<file path="config.mk">
export PLATFORM = sky130hd
export DESIGN_NAME = parallel_master_bus_config
export DESIGN_NICKNAME = d
export VERILOG_FILES = /design/src/pkg/pmp_cfg_pkg.sv /design/src/parallel_master_bus_config.sv
export SDC_FILE = /design/constraint.sdc
export NUM_CORES = 1
export LEC_CHECK = 0
export BUFFER_PORTS_ARGS = -buffer_cell sky130_fd_sc_hd__buf_2
export CORE_MARGIN = 3
export CORE_UTILIZATION = 30
export DETAILED_ROUTE_END_ITERATION = 10
export GPL_ROUTABILITY_DRIVEN = 1
export PLACE_DENSITY = 0.56
export SYNTH_ARGS = -nofsm -noshare
export SYNTH_HDL_FRONTEND = slang
export SYNTH_SLANG_ARGS = --single-unit
</file>
<file path="constraint.sdc">
create_clock -name clk_i -period 17 [get_ports clk_i]
set_clock_uncertainty 0.1 [all_clocks]
set_input_delay 0.85 -clock clk_i [delete_from_list [all_inputs] [get_ports clk_i]]
set_output_delay 0.85 -clock clk_i [all_outputs]
set_load 0.05 [all_outputs]
</file>
<file path="src/pkg/pmp_cfg_pkg.sv">
package pmp_cfg_pkg;
  // Register word indices on the plain register port
  localparam logic [3:0]  IDX_MODE  = 4'h0;    // Port mode and link options
  localparam logic [3:0]  IDX_CTL2  = 4'h1;    // port_control_status_two
  localparam logic [3:0]  IDX_CTL3  = 4'h2;    // port_control_three
  localparam logic [3:0]  IDX_CTL4  = 4'h3;    // port_control_four
  localparam logic [3:0]  IDX_CS1CF = 4'h4;    // select_one_config
  localparam logic [3:0]  IDX_CS1BS = 4'h5;    // select_one_base
  localparam logic [3:0]  IDX_CS2CF = 4'h6;    // select_two_config
  localparam logic [3:0]  IDX_CS2BS = 4'h7;    // select_two_base
  // Mode register fields
  localparam int          MODE_LSB    = 0;     // Two-bit port mode
  localparam int          MODE_MUX    = 2;     // Latch phase enable
  localparam int          MODE_CSPIN  = 3;     // Selects on address pins 15/14
  localparam int          MODE_ACKW   = 4;     // Wait for acknowledge
  localparam logic [1:0]  PMODE_MASTER = 2'h3; // Master operation code
  // Control two fields
  localparam int          C2_BUSY = 15;        // Busy flag
  localparam int          C2_ERR  = 13;        // Transaction error flag
  localparam int          C2_TOUT = 12;        // Time-out flag
  localparam int          C2_AREQ = 11;        // Alternate request status
  localparam int          C2_CUR  = 10;        // Current master flag
  localparam int          C2_MSEL = 8;         // Master select LSB
  localparam logic [1:0]  MSEL_CPU    = 2'h0;  // CPU owns the port
  localparam logic [1:0]  MSEL_ALT    = 2'h1;  // Alternate master owns it
  localparam logic [1:0]  MSEL_RSVD   = 2'h2;  // Reserved code
  localparam logic [1:0]  MSEL_BYPASS = 2'h3;  // Alternate direct pin access
  // Control three fields
  localparam int          C3_WREN = 15;        // Write/enable strobe pin
  localparam int          C3_RDEN = 14;        // Read strobe pin
  localparam int          C3_BE1  = 13;        // High lane enable pin
  localparam int          C3_BE0  = 12;        // Low lane enable pin
  localparam int          C3_AWM  = 9;         // Latch strobe wait LSB
  localparam int          C3_AWE  = 8;         // Latch hold wait
  // Select configuration fields
  localparam int          CF_DIS  = 15;        // Select disable
  localparam int          CF_POL  = 14;        // Select polarity
  localparam int          CF_PEN  = 13;        // Select pin enable
  localparam int          CF_BEP  = 12;        // Lane enable polarity
  localparam int          CF_WRITE_STROBE_POLARITY = 10;        // Write/enable strobe polarity
  localparam int          CF_READ_STROBE_POLARITY = 9;         // Read or direction polarity
  localparam int          CF_SM   = 8;         // Strobe style
  localparam int          CF_ACK_POLARITY = 7;         // Acknowledge polarity
  localparam int          CF_SZ   = 5;         // Bus width LSB
  localparam logic [1:0]  SZ_8    = 2'h0;      // 8-bit bus
  localparam logic [1:0]  SZ_4    = 2'h1;      // 4-bit bus
  localparam logic [1:0]  SZ_16   = 2'h2;      // 16-bit bus
  localparam logic [1:0]  SZ_RSVD = 2'h3;      // Reserved width
  // Writable masks and reset values
  localparam logic [15:0] MASK_MODE = 16'h001F; // Mode bits kept
  localparam logic [15:0] MASK_C3   = 16'hF77F; // Control three bits kept
  localparam logic [15:0] MASK_CF   = 16'hF7E0; // Config bits kept
  localparam logic [15:0] MASK_BS   = 16'hFF88; // Base bits kept
  localparam logic [15:0] RST_CS1BS = 16'h0200; // Select one base at reset
  localparam logic [15:0] RST_CS2BS = 16'h0600; // Select two base at reset
  localparam logic [23:0] ADDR_TOP  = 24'hFFFFFF; // Top of address space
  // Timing: one clock is a quarter instruction cycle
  localparam int          CLK_NS      = 25;    // Clock period
  localparam int          TCY_NS      = 100;   // Instruction cycle
  localparam int          QTR_PER_TCY = TCY_NS / CLK_NS; // Clocks per cycle
  localparam int          HALF_QTR    = QTR_PER_TCY / 2; // Half cycle
  localparam int          STROBE_TCY  = 1;     // Strobe without ack wait
  localparam int          STROBE_CYC  = STROBE_TCY * QTR_PER_TCY;
  localparam int          TOUT_TCY    = 255;   // Acknowledge time-out
  localparam int          TOUT_CYC    = TOUT_TCY * QTR_PER_TCY;

  // One bus request from either master
  typedef struct packed {
    logic [23:0] addr;   // Byte address
    logic [15:0] wdata;  // Write data
    logic        write;  // 1 write, 0 read
  } req_t;
endpackage : pmp_cfg_pkg

</file>
<file path="src/parallel_master_bus_config.sv">
// Operation
// - Busy flag set during transaction, cleared after
// - Sticky error flag on illegal transaction
// - Sticky time-out flag on transaction time-out
// - Status bit mirrors alternate master request
// - Current master flag, one for CPU
// - Master select: CPU, alternate, reserved, bypass
// - Reserved space top; zero means full space
// - Enables for strobe and lane pins
// - Latch strobe lasts half plus whole cycles
// - Address hold quarter or five quarters
// - Per-pin enable for address pins
// - Pins 15/14 address or select, else I/O
// - Pin 0 address or latch strobe
// - Per select disable bit
// - Per select polarity and pin enable
// - Per select lane enable polarity
// - Strobe style separate or combined
// - Strobe polarities follow strobe style
// - Acknowledge polarity per select
// - Bus width 8, 4, 16 or reserved
// - Base registers keep bits 23:15 and 11
// - Zero select two base extends select one
// - Port mode field, master at 11
//
// Local design decisions: strobed register access and the placing of the registers.
`timescale 1ns/100ps
module parallel_master_bus_config (
  input  wire logic                 clk_i,       // 40 MHz clock
  input  wire logic                 rstn_i,      // Async reset, active low
  input  wire logic [3:0]           reg_addr_i,  // Register index
  input  wire logic [15:0]          reg_wdata_i, // Register write data
  input  wire logic                 reg_wr_i,    // Write strobe
  input  wire logic                 reg_rd_i,    // Read strobe
  output logic      [15:0]          reg_rdata_o, // Read data, next cycle
  input  wire logic                 cpu_valid_i, // CPU request
  input  wire pmp_cfg_pkg::req_t    cpu_req_i,   // CPU request body
  input  wire logic                 alt_valid_i, // Alternate master request
  input  wire pmp_cfg_pkg::req_t    alt_req_i,   // Alternate request body
  output logic                      req_ready_o, // Request taken when idle
  output logic                      done_o,      // Transaction end pulse
  output logic      [15:0]          rdata_o,     // Read data of transaction
  input  wire logic                 ack_input_i, // External acknowledge
  output logic      [22:0]          addr_pins_o,  // Address pin levels
  output logic      [22:0]          addr_pins_oe_o, // Address pin enables
  output logic      [15:0]          data_pins_o,  // Data pin levels
  output logic      [15:0]          data_pins_oe_o, // Data pin enables
  input  wire logic [15:0]          data_pins_i,  // Data pin inputs
  output logic      [1:0]           select_pin_o,  // Select pin levels
  output logic      [1:0]           select_pin_oe_o, // Select pin enables
  output logic                      write_strobe_pin_o, // Write or enable
  output logic                      write_strobe_pin_oe_o, // Its enable
  output logic                      read_strobe_pin_o,  // Read or direction
  output logic                      read_strobe_pin_oe_o, // Its enable
  output logic                      high_lane_enable_pin_o, // High lane
  output logic                      high_lane_enable_pin_oe_o, // Its enable
  output logic                      low_lane_enable_pin_o, // Low lane
  output logic                      low_lane_enable_pin_oe_o  // Its enable
);
  // Transaction phases
  typedef enum logic [2:0] {
    ST_IDLE, ST_LATCH, ST_HOLD, ST_STROBE, ST_END
  } state_t;

  logic [1:0]  rst_sync;      // Reset release chain
  logic        rstn;          // Synchronised reset
  logic [15:0] mode_reg;      // Mode register
  logic [1:0]  master_select; // Master select field
  logic [7:0]  reserved_addr_high; // Reserved space bits 23:16
  logic        err_flag;      // Sticky error
  logic        tout_flag;     // Sticky time-out
  logic        alt_master_request; // Request status
  logic        current_master_flag; // 1 CPU owns the port
  logic [15:0] ctl3;          // port_control_three
  logic [15:0] ctl4;          // port_control_four
  logic [15:0] cs1cf;         // select_one_config
  logic [15:0] cs2cf;         // select_two_config
  logic [15:0] cs1bs;         // select_one_base
  logic [15:0] cs2bs;         // select_two_base
  state_t      state;         // Phase register
  logic [10:0] cnt;           // Phase countdown
  logic        sel2;          // Active select is two
  pmp_cfg_pkg::req_t cur;     // Latched request
  logic [15:0] ctl2_rd;       // Control two read view

  // Reset released through two flops
  always_ff @(posedge clk_i or negedge rstn_i) begin
    if (!rstn_i) rst_sync <= 2'h0;
    else         rst_sync <= {rst_sync[0], 1'b1};
  end
  assign rstn = rst_sync[1];

  // Register port decode
  wire wr_mode = reg_wr_i && reg_addr_i == pmp_cfg_pkg::IDX_MODE;
  wire wr_c2   = reg_wr_i && reg_addr_i == pmp_cfg_pkg::IDX_CTL2;
  wire wr_c3   = reg_wr_i && reg_addr_i == pmp_cfg_pkg::IDX_CTL3;
  wire wr_c4   = reg_wr_i && reg_addr_i == pmp_cfg_pkg::IDX_CTL4;
  wire wr_1cf  = reg_wr_i && reg_addr_i == pmp_cfg_pkg::IDX_CS1CF;
  wire wr_1bs  = reg_wr_i && reg_addr_i == pmp_cfg_pkg::IDX_CS1BS;
  wire wr_2cf  = reg_wr_i && reg_addr_i == pmp_cfg_pkg::IDX_CS2CF;
  wire wr_2bs  = reg_wr_i && reg_addr_i == pmp_cfg_pkg::IDX_CS2BS;

  // Mode and control field views
  wire [1:0] port_mode = mode_reg[pmp_cfg_pkg::MODE_LSB +: 2];
  wire       master_on = port_mode == pmp_cfg_pkg::PMODE_MASTER;
  wire       addr_mux  = mode_reg[pmp_cfg_pkg::MODE_MUX];
  wire       cs_on_pin = mode_reg[pmp_cfg_pkg::MODE_CSPIN];
  wire       ack_wait  = mode_reg[pmp_cfg_pkg::MODE_ACKW];
  wire [1:0] latch_strobe_wait = ctl3[pmp_cfg_pkg::C3_AWM +: 2];
  wire       latch_hold_wait   = ctl3[pmp_cfg_pkg::C3_AWE];
  wire [22:0] addr_pin_en = {ctl3[6:0], ctl4};

  // Writable register storage
  always_ff @(posedge clk_i or negedge rstn) begin
    if (!rstn) begin
      mode_reg <= 16'h0000;
      master_select <= 2'h0;
      reserved_addr_high <= 8'h00;
      ctl3 <= 16'h0000;
      ctl4 <= 16'h0000;
      cs1cf <= 16'h0000;
      cs2cf <= 16'h0000;
      cs1bs <= pmp_cfg_pkg::RST_CS1BS;
      cs2bs <= pmp_cfg_pkg::RST_CS2BS;
    end else begin
      if (wr_mode) mode_reg <= reg_wdata_i & pmp_cfg_pkg::MASK_MODE;
      if (wr_c2) begin
        master_select <= reg_wdata_i[pmp_cfg_pkg::C2_MSEL +: 2];
        reserved_addr_high <= reg_wdata_i[7:0];
      end
      if (wr_c3) ctl3 <= reg_wdata_i & pmp_cfg_pkg::MASK_C3;
      if (wr_c4) ctl4 <= reg_wdata_i;
      if (wr_1cf) cs1cf <= reg_wdata_i & pmp_cfg_pkg::MASK_CF;
      if (wr_2cf) cs2cf <= reg_wdata_i & pmp_cfg_pkg::MASK_CF;
      if (wr_1bs) cs1bs <= reg_wdata_i & pmp_cfg_pkg::MASK_BS;
      if (wr_2bs) cs2bs <= reg_wdata_i & pmp_cfg_pkg::MASK_BS;
    end
  end

  // Base address decode; bits 23:15 and 11 only
  wire [23:0] base1 = {cs1bs[15:7], 3'h0, cs1bs[3], 11'h000};
  wire [23:0] base2 = {cs2bs[15:7], 3'h0, cs2bs[3], 11'h000};
  wire        cs2_zero = cs2bs == 16'h0000;
  wire [23:0] last2 = (reserved_addr_high == 8'h00) ?
                      pmp_cfg_pkg::ADDR_TOP :
                      {reserved_addr_high, 16'h0000} - 24'h000001;

  // Requesting master and its range decode
  wire        use_alt  = master_select == pmp_cfg_pkg::MSEL_ALT;
  wire        src_ok   = master_select == pmp_cfg_pkg::MSEL_CPU ||
                         use_alt;
  wire        src_vld  = use_alt ? alt_valid_i : cpu_valid_i;
  wire pmp_cfg_pkg::req_t src = use_alt ? alt_req_i : cpu_req_i;
  wire        hit1 = src.addr >= base1 &&
                     (cs2_zero || src.addr < base2) &&
                     !cs1cf[pmp_cfg_pkg::CF_DIS];
  wire        hit2 = !cs2_zero && src.addr >= base2 &&
                     src.addr <= last2 &&
                     !cs2cf[pmp_cfg_pkg::CF_DIS];
  wire [15:0] hit_cf = hit2 ? cs2cf : cs1cf;
  wire        size_bad = hit_cf[pmp_cfg_pkg::CF_SZ +: 2] ==
                         pmp_cfg_pkg::SZ_RSVD;
  wire        take = state == ST_IDLE && src_ok && src_vld;
  wire        legal = master_on && (hit1 || hit2) && !size_bad;
  wire        start_ok  = take && legal;
  wire        start_bad = take && !legal;

  // Settings of the select in use
  wire [15:0] cf = sel2 ? cs2cf : cs1cf;
  wire [1:0]  width = cf[pmp_cfg_pkg::CF_SZ +: 2];
  wire        ack_hit = ack_input_i == cf[pmp_cfg_pkg::CF_ACK_POLARITY];
  wire [10:0] latch_len = 11'(pmp_cfg_pkg::HALF_QTR - 1 +
                          pmp_cfg_pkg::QTR_PER_TCY * latch_strobe_wait);
  wire [10:0] hold_len  = 11'(pmp_cfg_pkg::QTR_PER_TCY *
                          latch_hold_wait);
  wire        cnt_zero  = cnt == 11'h000;
  wire        tout_hit  = ack_wait && cnt_zero && !ack_hit;

  // Transaction phase sequencer
  always_ff @(posedge clk_i or negedge rstn) begin
    if (!rstn) begin
      state <= ST_IDLE;
      cnt <= 11'h000;
      sel2 <= 1'b0;
      cur <= '0;
    end else begin
      case (state)
        ST_IDLE: if (start_ok) begin
          cur <= src;
          sel2 <= hit2;
          state <= addr_mux ? ST_LATCH : ST_STROBE;
          cnt <= addr_mux ? latch_len :
                 ack_wait ? 11'(pmp_cfg_pkg::TOUT_CYC - 1) :
                            11'(pmp_cfg_pkg::STROBE_CYC - 1);
        end
        // Latch strobe of half plus whole cycles
        ST_LATCH: if (cnt_zero) begin
          state <= ST_HOLD;
          cnt <= hold_len;
        end else cnt <= cnt - 11'h001;
        // Address hold of one or five quarters
        ST_HOLD: if (cnt_zero) begin
          state <= ST_STROBE;
          cnt <= ack_wait ? 11'(pmp_cfg_pkg::TOUT_CYC - 1) :
                            11'(pmp_cfg_pkg::STROBE_CYC - 1);
        end else cnt <= cnt - 11'h001;
        // Strobe until count or acknowledge
        ST_STROBE: if (cnt_zero || (ack_wait && ack_hit)) begin
          state <= ST_END;
        end else cnt <= cnt - 11'h001;
        ST_END:  state <= ST_IDLE;
        default: state <= ST_IDLE;
      endcase
    end
  end

  // Status flags; a set wins over a software clear
  always_ff @(posedge clk_i or negedge rstn) begin
    if (!rstn) begin
      err_flag <= 1'b0;
      tout_flag <= 1'b0;
      alt_master_request <= 1'b0;
      current_master_flag <= 1'b1;
    end else begin
      if (start_bad) err_flag <= 1'b1;
      else if (wr_c2 && !reg_wdata_i[pmp_cfg_pkg::C2_ERR]) err_flag <= 1'b0;
      if (state == ST_STROBE && tout_hit) tout_flag <= 1'b1;
      else if (wr_c2 && !reg_wdata_i[pmp_cfg_pkg::C2_TOUT])
        tout_flag <= 1'b0;
      alt_master_request <= alt_valid_i;
      if (state == ST_IDLE)
        current_master_flag <= master_select == pmp_cfg_pkg::MSEL_CPU;
    end
  end

  // Bus lane mask from width
  wire [15:0] wmask = (width == pmp_cfg_pkg::SZ_16) ? 16'hFFFF :
                      (width == pmp_cfg_pkg::SZ_4)  ? 16'h000F :
                                                      16'h00FF;

  // Transaction result and data pins
  always_ff @(posedge clk_i or negedge rstn) begin
    if (!rstn) begin
      done_o <= 1'b0;
      rdata_o <= 16'h0000;
    end else begin
      done_o <= start_bad || state == ST_END;
      if (state == ST_STROBE && !cur.write)
        rdata_o <= data_pins_i & wmask;
    end
  end

  wire busy = master_on && state != ST_IDLE;
  wire in_tx  = state == ST_STROBE;
  wire bypass = master_select == pmp_cfg_pkg::MSEL_BYPASS;
  wire act_tx = state != ST_IDLE;

  // Strobe levels by style and polarity
  wire sm = cf[pmp_cfg_pkg::CF_SM];
  wire wr_act = sm ? in_tx : in_tx && cur.write;
  wire rd_act = sm ? !cur.write : in_tx && !cur.write;
  wire wr_lvl = wr_act ~^ cf[pmp_cfg_pkg::CF_WRITE_STROBE_POLARITY];
  wire rd_lvl = rd_act ~^ cf[pmp_cfg_pkg::CF_READ_STROBE_POLARITY];
  wire be_hi  = act_tx && width == pmp_cfg_pkg::SZ_16;
  wire [1:0] cs_act = {act_tx && sel2, act_tx && !sel2};
  wire [1:0] cs_lvl = {cs_act[1] ~^ cs2cf[pmp_cfg_pkg::CF_POL],
                       cs_act[0] ~^ cs1cf[pmp_cfg_pkg::CF_POL]};
  wire [22:0] a_out = bypass ? alt_req_i.addr[22:0] : cur.addr[22:0];
  wire latch_on = addr_mux && state == ST_LATCH;

  // Pin outputs
  assign addr_pins_o = {a_out[22:16],
                        cs_on_pin ? cs_lvl[1] : a_out[15],
                        cs_on_pin ? cs_lvl[0] : a_out[14],
                        a_out[13:1],
                        addr_mux ? latch_on : a_out[0]};
  assign addr_pins_oe_o = addr_pin_en;
  assign data_pins_o    = cur.wdata & wmask;
  assign data_pins_oe_o = (act_tx && cur.write) ? wmask : 16'h0000;
  assign select_pin_o   = cs_lvl;
  assign select_pin_oe_o = {cs2cf[pmp_cfg_pkg::CF_PEN] &&
                            !cs2cf[pmp_cfg_pkg::CF_DIS],
                            cs1cf[pmp_cfg_pkg::CF_PEN] &&
                            !cs1cf[pmp_cfg_pkg::CF_DIS]};
  assign write_strobe_pin_o = wr_lvl;
  assign write_strobe_pin_oe_o = ctl3[pmp_cfg_pkg::C3_WREN];
  assign read_strobe_pin_o = rd_lvl;
  assign read_strobe_pin_oe_o = ctl3[pmp_cfg_pkg::C3_RDEN];
  assign high_lane_enable_pin_o = be_hi ~^ cf[pmp_cfg_pkg::CF_BEP];
  assign high_lane_enable_pin_oe_o = ctl3[pmp_cfg_pkg::C3_BE1];
  assign low_lane_enable_pin_o = act_tx ~^ cf[pmp_cfg_pkg::CF_BEP];
  assign low_lane_enable_pin_oe_o = ctl3[pmp_cfg_pkg::C3_BE0];
  assign req_ready_o = state == ST_IDLE && src_ok;

  // Read view of control two
  assign ctl2_rd = {busy, 1'b0, err_flag, tout_flag, alt_master_request,
                    current_master_flag, master_select, reserved_addr_high};

  // Register read data, one cycle later
  always_ff @(posedge clk_i or negedge rstn) begin
    if (!rstn) reg_rdata_o <= 16'h0000;
    else if (reg_rd_i) begin
      case (reg_addr_i)
        pmp_cfg_pkg::IDX_MODE:  reg_rdata_o <= mode_reg;
        pmp_cfg_pkg::IDX_CTL2:  reg_rdata_o <= ctl2_rd;
        pmp_cfg_pkg::IDX_CTL3:  reg_rdata_o <= ctl3;
        pmp_cfg_pkg::IDX_CTL4:  reg_rdata_o <= ctl4;
        pmp_cfg_pkg::IDX_CS1CF: reg_rdata_o <= cs1cf;
        pmp_cfg_pkg::IDX_CS1BS: reg_rdata_o <= cs1bs;
        pmp_cfg_pkg::IDX_CS2CF: reg_rdata_o <= cs2cf;
        pmp_cfg_pkg::IDX_CS2BS: reg_rdata_o <= cs2bs;
        default:                reg_rdata_o <= 16'h0000; // Unmapped
      endcase
    end
  end

  // Checks
  property p_busy;
    @(posedge clk_i) disable iff (!rstn)
    start_ok |=> busy;
  endproperty
  a_busy: assert property (p_busy) else $error("busy not set");

  property p_busy_clr;
    @(posedge clk_i) disable iff (!rstn)
    state == ST_END |=> !busy;
  endproperty
  a_busy_clr: assert property (p_busy_clr)
    else $error("busy not cleared");

  property p_err;
    @(posedge clk_i) disable iff (!rstn)
    start_bad |=> err_flag && done_o;
  endproperty
  a_err: assert property (p_err) else $error("error not flagged");

  property p_tout;
    @(posedge clk_i) disable iff (!rstn)
    state == ST_STROBE && tout_hit |=> tout_flag ##1 done_o;
  endproperty
  a_tout: assert property (p_tout) else $error("timeout lost");

  property p_areq;
    @(posedge clk_i) disable iff (!rstn)
    ##1 alt_master_request == $past(alt_valid_i);
  endproperty
  a_areq: assert property (p_areq) else $error("request status");

  property p_latch;
    @(posedge clk_i) disable iff (!rstn)
    $rose(state == ST_LATCH) && latch_strobe_wait == 2'h0 |->
    (state == ST_LATCH) [*2] ##1 state == ST_HOLD;
  endproperty
  a_latch: assert property (p_latch) else $error("latch length");

  property p_hold;
    @(posedge clk_i) disable iff (!rstn)
    $rose(state == ST_HOLD) && latch_hold_wait |->
    (state == ST_HOLD) [*5] ##1 state == ST_STROBE;
  endproperty
  a_hold: assert property (p_hold) else $error("hold length");

  property p_cs2z;
    @(posedge clk_i) disable iff (!rstn)
    cs2_zero |-> !hit2;
  endproperty
  a_cs2z: assert property (p_cs2z) else $error("select two hit");

  property p_mode;
    @(posedge clk_i) disable iff (!rstn)
    take && !master_on |=> state == ST_IDLE && err_flag;
  endproperty
  a_mode: assert property (p_mode) else $error("non-master start");
endmodule : parallel_master_bus_config

</file>
Word level (Yosys, flattened, before mapping) --
Index checks and enable logic that the tools add are counted.
Storage, ports and cells: input bits 125, word-level logic and storage cells 156, flip-flop bits (word level) 179, output and inout port bits 124
Operators by class: multiplexer cells 32, $add $sub $neg 3, bitwise operators 8, magnitude comparators 4, reductions and logical operators 63, eq/ne operators 23
Operators with widths (count):
- one-hot mux 16 bit (8 select lines) | 1
- 2-to-1 mux 11 bit | 5
- >= comparator 24 bit | 2
- one-hot mux 11 bit (4 select lines) | 1
- 2-to-1 mux 41 bit | 1
- logical AND 1 bit | 35
- bitwise AND 16 bit | 2
- 2-to-1 mux 16 bit | 2
- less-or-equal comparator 24 bit | 1
- < comparator 24 bit | 1
- 2-to-1 mux 24 bit | 1
- subtractor 24 x 1 -> 24 bit, second input constant | 1
- 2-to-1 mux 23 bit | 1
- equality test 4 x 3 -> 1 bit, second input constant | 4
- zero test 16 bit | 1
- 2-to-1 mux 13 bit | 1
- 2-to-1 mux 3 bit | 4
- one-hot mux 3 bit (4 select lines) | 1
- zero test 11 bit | 1
- subtractor 11 x 1 -> 11 bit, second input constant | 1
- zero test 1 bit | 10
- 2-to-1 mux 1 bit | 10
- 2-to-1 mux 10 bit | 1
- equality test 2 bit, second input constant | 4
- other kinds (25) | 41

Logic depth before layout (Yosys ltp) --
depth in word-level cells 13, gate-level depth with buffers 18, gate-level depth less buffers 16

Least setup slack after synthesis --
Ideal clock, no wire load.
kind register -> output, start register state[1], end output addr_pins_o[14], path buffers 1, cell stages (with the launch flop) 7, path slack 13.429 ns, required time 16.050 ns, arrival time 2.621 ns, path through dfrtp_1 > or3_1 > clkbuf_1 > nor2b_1 > xnor2_1 > nand2_1 > o21ai_0
Between the ends: longest elaborated chain between the ends 4
RTL lines:
- from (decl) | line parallel_master_bus_config.sv:80 | state_t state;
- from (signal assigned) | line parallel_master_bus_config.sv:191 | state <= addr_mux ? ST_LATCH : ST_STROBE;
- nonzero test 3 bit | line parallel_master_bus_config.sv:256 | wire act_tx = state != ST_IDLE;
- logical AND 1 bit | line parallel_master_bus_config.sv:265 | wire [1:0] cs_act = {act_tx && sel2, act_tx && !sel2};
- bitwise XNOR 1 bit | line parallel_master_bus_config.sv:267 | cs_act[0] ~^ cs1cf[pmp_cfg_pkg::CF_POL]};
- net select_pin_o[0] | line parallel_master_bus_config.sv:49 | output logic [1:0] select_pin_o,
- 2-to-1 mux 1 bit | line parallel_master_bus_config.sv:274 | cs_on_pin ? cs_lvl[0] : a_out[14],
- to (decl) | line parallel_master_bus_config.sv:44 | output logic [22:0] addr_pins_o,
The timed path passes the listed nets, and every way through them passes these cells.

==> flow_summary.toml <==
[global_route]
grt_usage_pct = 18.2
grt_pass1_vias = 7988
grt-ovfl-total = 0
antenna_found_initial = 2
grt_max_degree = 178
grt_pass1_wl_mm = 49.2

[clocking]
ctsHoldBuffers = 0
post-cts-setup-buffers = 0
h-tree-depth = 4
clk_latency_ns = 0.44
cts_resized = 0
cts_tree = "built"
cts_made_buffers = 17
clock_path_buffers = 2
clk_pin_slew_ns = 0.07
clockRootBuffer = "clkbuf_16"
cts_sinks = 179

[sta]
whs_ns = 0.0874
slew_headroom_pct = 26.0
fin_setup_tns_ns = 0
rsz0062_at_grt = "false"
period_needed_ns = 4.64
slew_viol_final = 0
setup_viol = 0
period_share_pct = 27.3
max_freq_mhz = 215
hold_viol_final = 0
worst_slack_ns = 12.36
tightestPinTransition_ns = 1.11

[pwr]
clkPwrFrac_pct = 23.4
p_seq_share_pct = 35.2
power_frac_comb_pct = 41.4
cellInternalPower_uw = 983
irDropWorstVdd_v = 0.0000830
p_per_area_nw_per_um2 = 148
power_mw = 1.75
p_switching_uw = 772
p_sw_share_pct = 44.0
p_leak_nw = 5.70

[logic_synthesis]
synthTopCellsByArea = "dfrtp_1, mux2_2, mux2i_1, ha_1, nand2_1"
synth.yosys.warnings = 0
synth_seq_area_share_pct = 45.8
synth-edff-count = 0
synth_nets = 1085
synth_top_area_cell = "dfrtp_1"
async_reset_ff_share_pct = 100
syn_avg_cell_area_sq_um = 10.5
synth-seq-cells = 179
synth.cell_area_sq_um = 9790
synth_cell_types = 60
synth_top_area_share_pct = 44.7
synthMostInstantiatedCell = "dfrtp_1"
synthTopCellsByCount = "dfrtp_1, mux2_2, nand2_1, nor2_1, o21ai_0"
synthFlopType = "dfrtp_1"
synthCells = 929

[placed_design]
place_ws_ns = 12.36
globalplace.congestion = 0.866
postPlaceCellArea_sq_um = 11300
dp_hpwl_mm = 23.8
io_buffer_count = 248

[critical_path]
critPathMaxStageDelay_ns = 0.70
crit_fanout = 46
cp_slowest_cell = "a21boi_1"
critical_path.cell_chain = "nor2b_4 -> buf_4 -> nand2_1 -> nand2_1 -> ha_1 -> and4_1 -> nand2_1 -> o41ai_1 -> o211a_1 -> o31ai_4 -> a21boi_1 -> or2_0 -> a22oi_1"
cp.required_ns = 17.20
path_common_cell = "nand2_1"
worst_setup_path_end_kind = "flop"
worst_ep_arrival_time_ns = 4.85
critPathKind = "reg2reg"
worst-path-buf-inv = 1
startpoint_type = "flop"
cpLargestDelayFamily = "compound AO/OA/AOI/OAI gates"

[final_layout]
nFillCells = 3257
finalNetCount = 1292
syn2layout_area_growth_pct = 21.5
design_area_sq_um = 11900
largest_register_ffs = 40
drive_gt1_share_pct = 36.5
regMostFlops = "cur"

[outcome]
run_status = "finished, final reports clean"

[routing]
vias_per_cell = 5.10
vias = 8088
drc = 0
drtPass1Iterations = 5
wl_per_cell_microns = 20.2
drt_iter0_drc = 540
ant_nets = 0
wirelength_mm = 32.0

[floorplan]
die_area_sq_um = 34800
start_util_pct = 30.7
core-area_sq_um = 31900
fp.dieH_microns = 187
num_io_pins = 249
row_count = 65
die_w_microns = 187

[flow_run]
maxCapViolCount = 0

[min_path]
hold_class = "in2async"
==> power by group through the flow <==
| stage | clock network [mW] | logic, mW | registers [mW] |
|---|---|---|---|
| after floorplan | 0 | 0.465 | 0.691 |
| after global routing | 0.440 | 0.788 | 0.631 |
| after global placement | 0 | 0.724 | 0.621 |
| after CTS | 0.423 | 0.734 | 0.616 |
| after detailed placement | 0 | 0.731 | 0.624 |
| final | 0.410 | 0.727 | 0.618 |
==> cell type report <==
class / instances / area, sq um / share of cell area [%]
Multi-Input combinational cell: 654 / 4840 / 40.7
Sequential cell: 179 / 4490 / 37.7
Timing Repair Buffer: 256 / 1310 / 11.0
Tap cell: 435 / 544 / 4.58
Clock buffer: 18 / 429 / 3.61
Clock inverter: 14 / 166 / 1.40
Inverter: 28 / 105 / 0.884
Antenna cell: 2 / 5.00 / 0.0421
==> path summary, 6_finish.rpt <==
kind | slack [ns] | endpoint | cells past startpoint | startpoint
worst max-delay path | 12.36 | cnt[0] | 13 | master_select[1]
worst min-delay path | 0.09 | rst_sync[0] | 1 | rstn_i
worst max register to register | 12.36 | cnt[0] | 13 | master_select[1]
worst min register to register | 0.26 | rst_sync[1] | 0 | rst_sync[0]
max in group asynchronous | 15.61 | rdata_o[8] | 1 | rst_sync[1]
min in group clk_i | 0.26 | rst_sync[1] | 0 | rst_sync[0]
==> cells in the final DEF, fill, tap and decap left out, drive strengths merged, types with 11 or more instances in the layout <==
master,n
a21oi,34
a22o,17
a22oi,18
a31oi,14
and2,16
buf,256
clkbuf,18
dfrtp,175
ha,31
inv,36
mux2,120
mux2i,47
nand2,97
nand3,12
nor2,49
nor3,15
nor4,11
o21ai,54
==> per-stage QoR <==
stage / cells / utilization, %
2_1_floorplan: 929 / -
3_3_place_gp: 1552 / 35.4
3_5_place_dp: 1552 / 35.4
4_1_cts: 1584 / 37.3
5_1_grt: 1585 / 37.3
6_report: 1586 / 37.3
==> logic make-up after synthesis <==
group	Yosys count	synth area share, %
AND/OR/NAND/NOR	246	11.9
AO/OA/AOI/OAI	196	13.4
flip-flops	179	45.8
multiplexers	167	18.8
buffers and inverters	96	4.90
adder cells (fa/ha/maj)	31	3.96
XOR/XNOR	13	1.16
other	1	0.0383
==> layer usage <==
metal	global-route usage (%)	wire length [microns]	vias to the layer above
met4	5.03	487	0
met5	0	0	-
met1	25.3	14900	3964
met2	28.4	14500	322
li1	-	-	3776
met3	4.13	2130	26
Note: power is estimated with default switching activity, not from simulation.
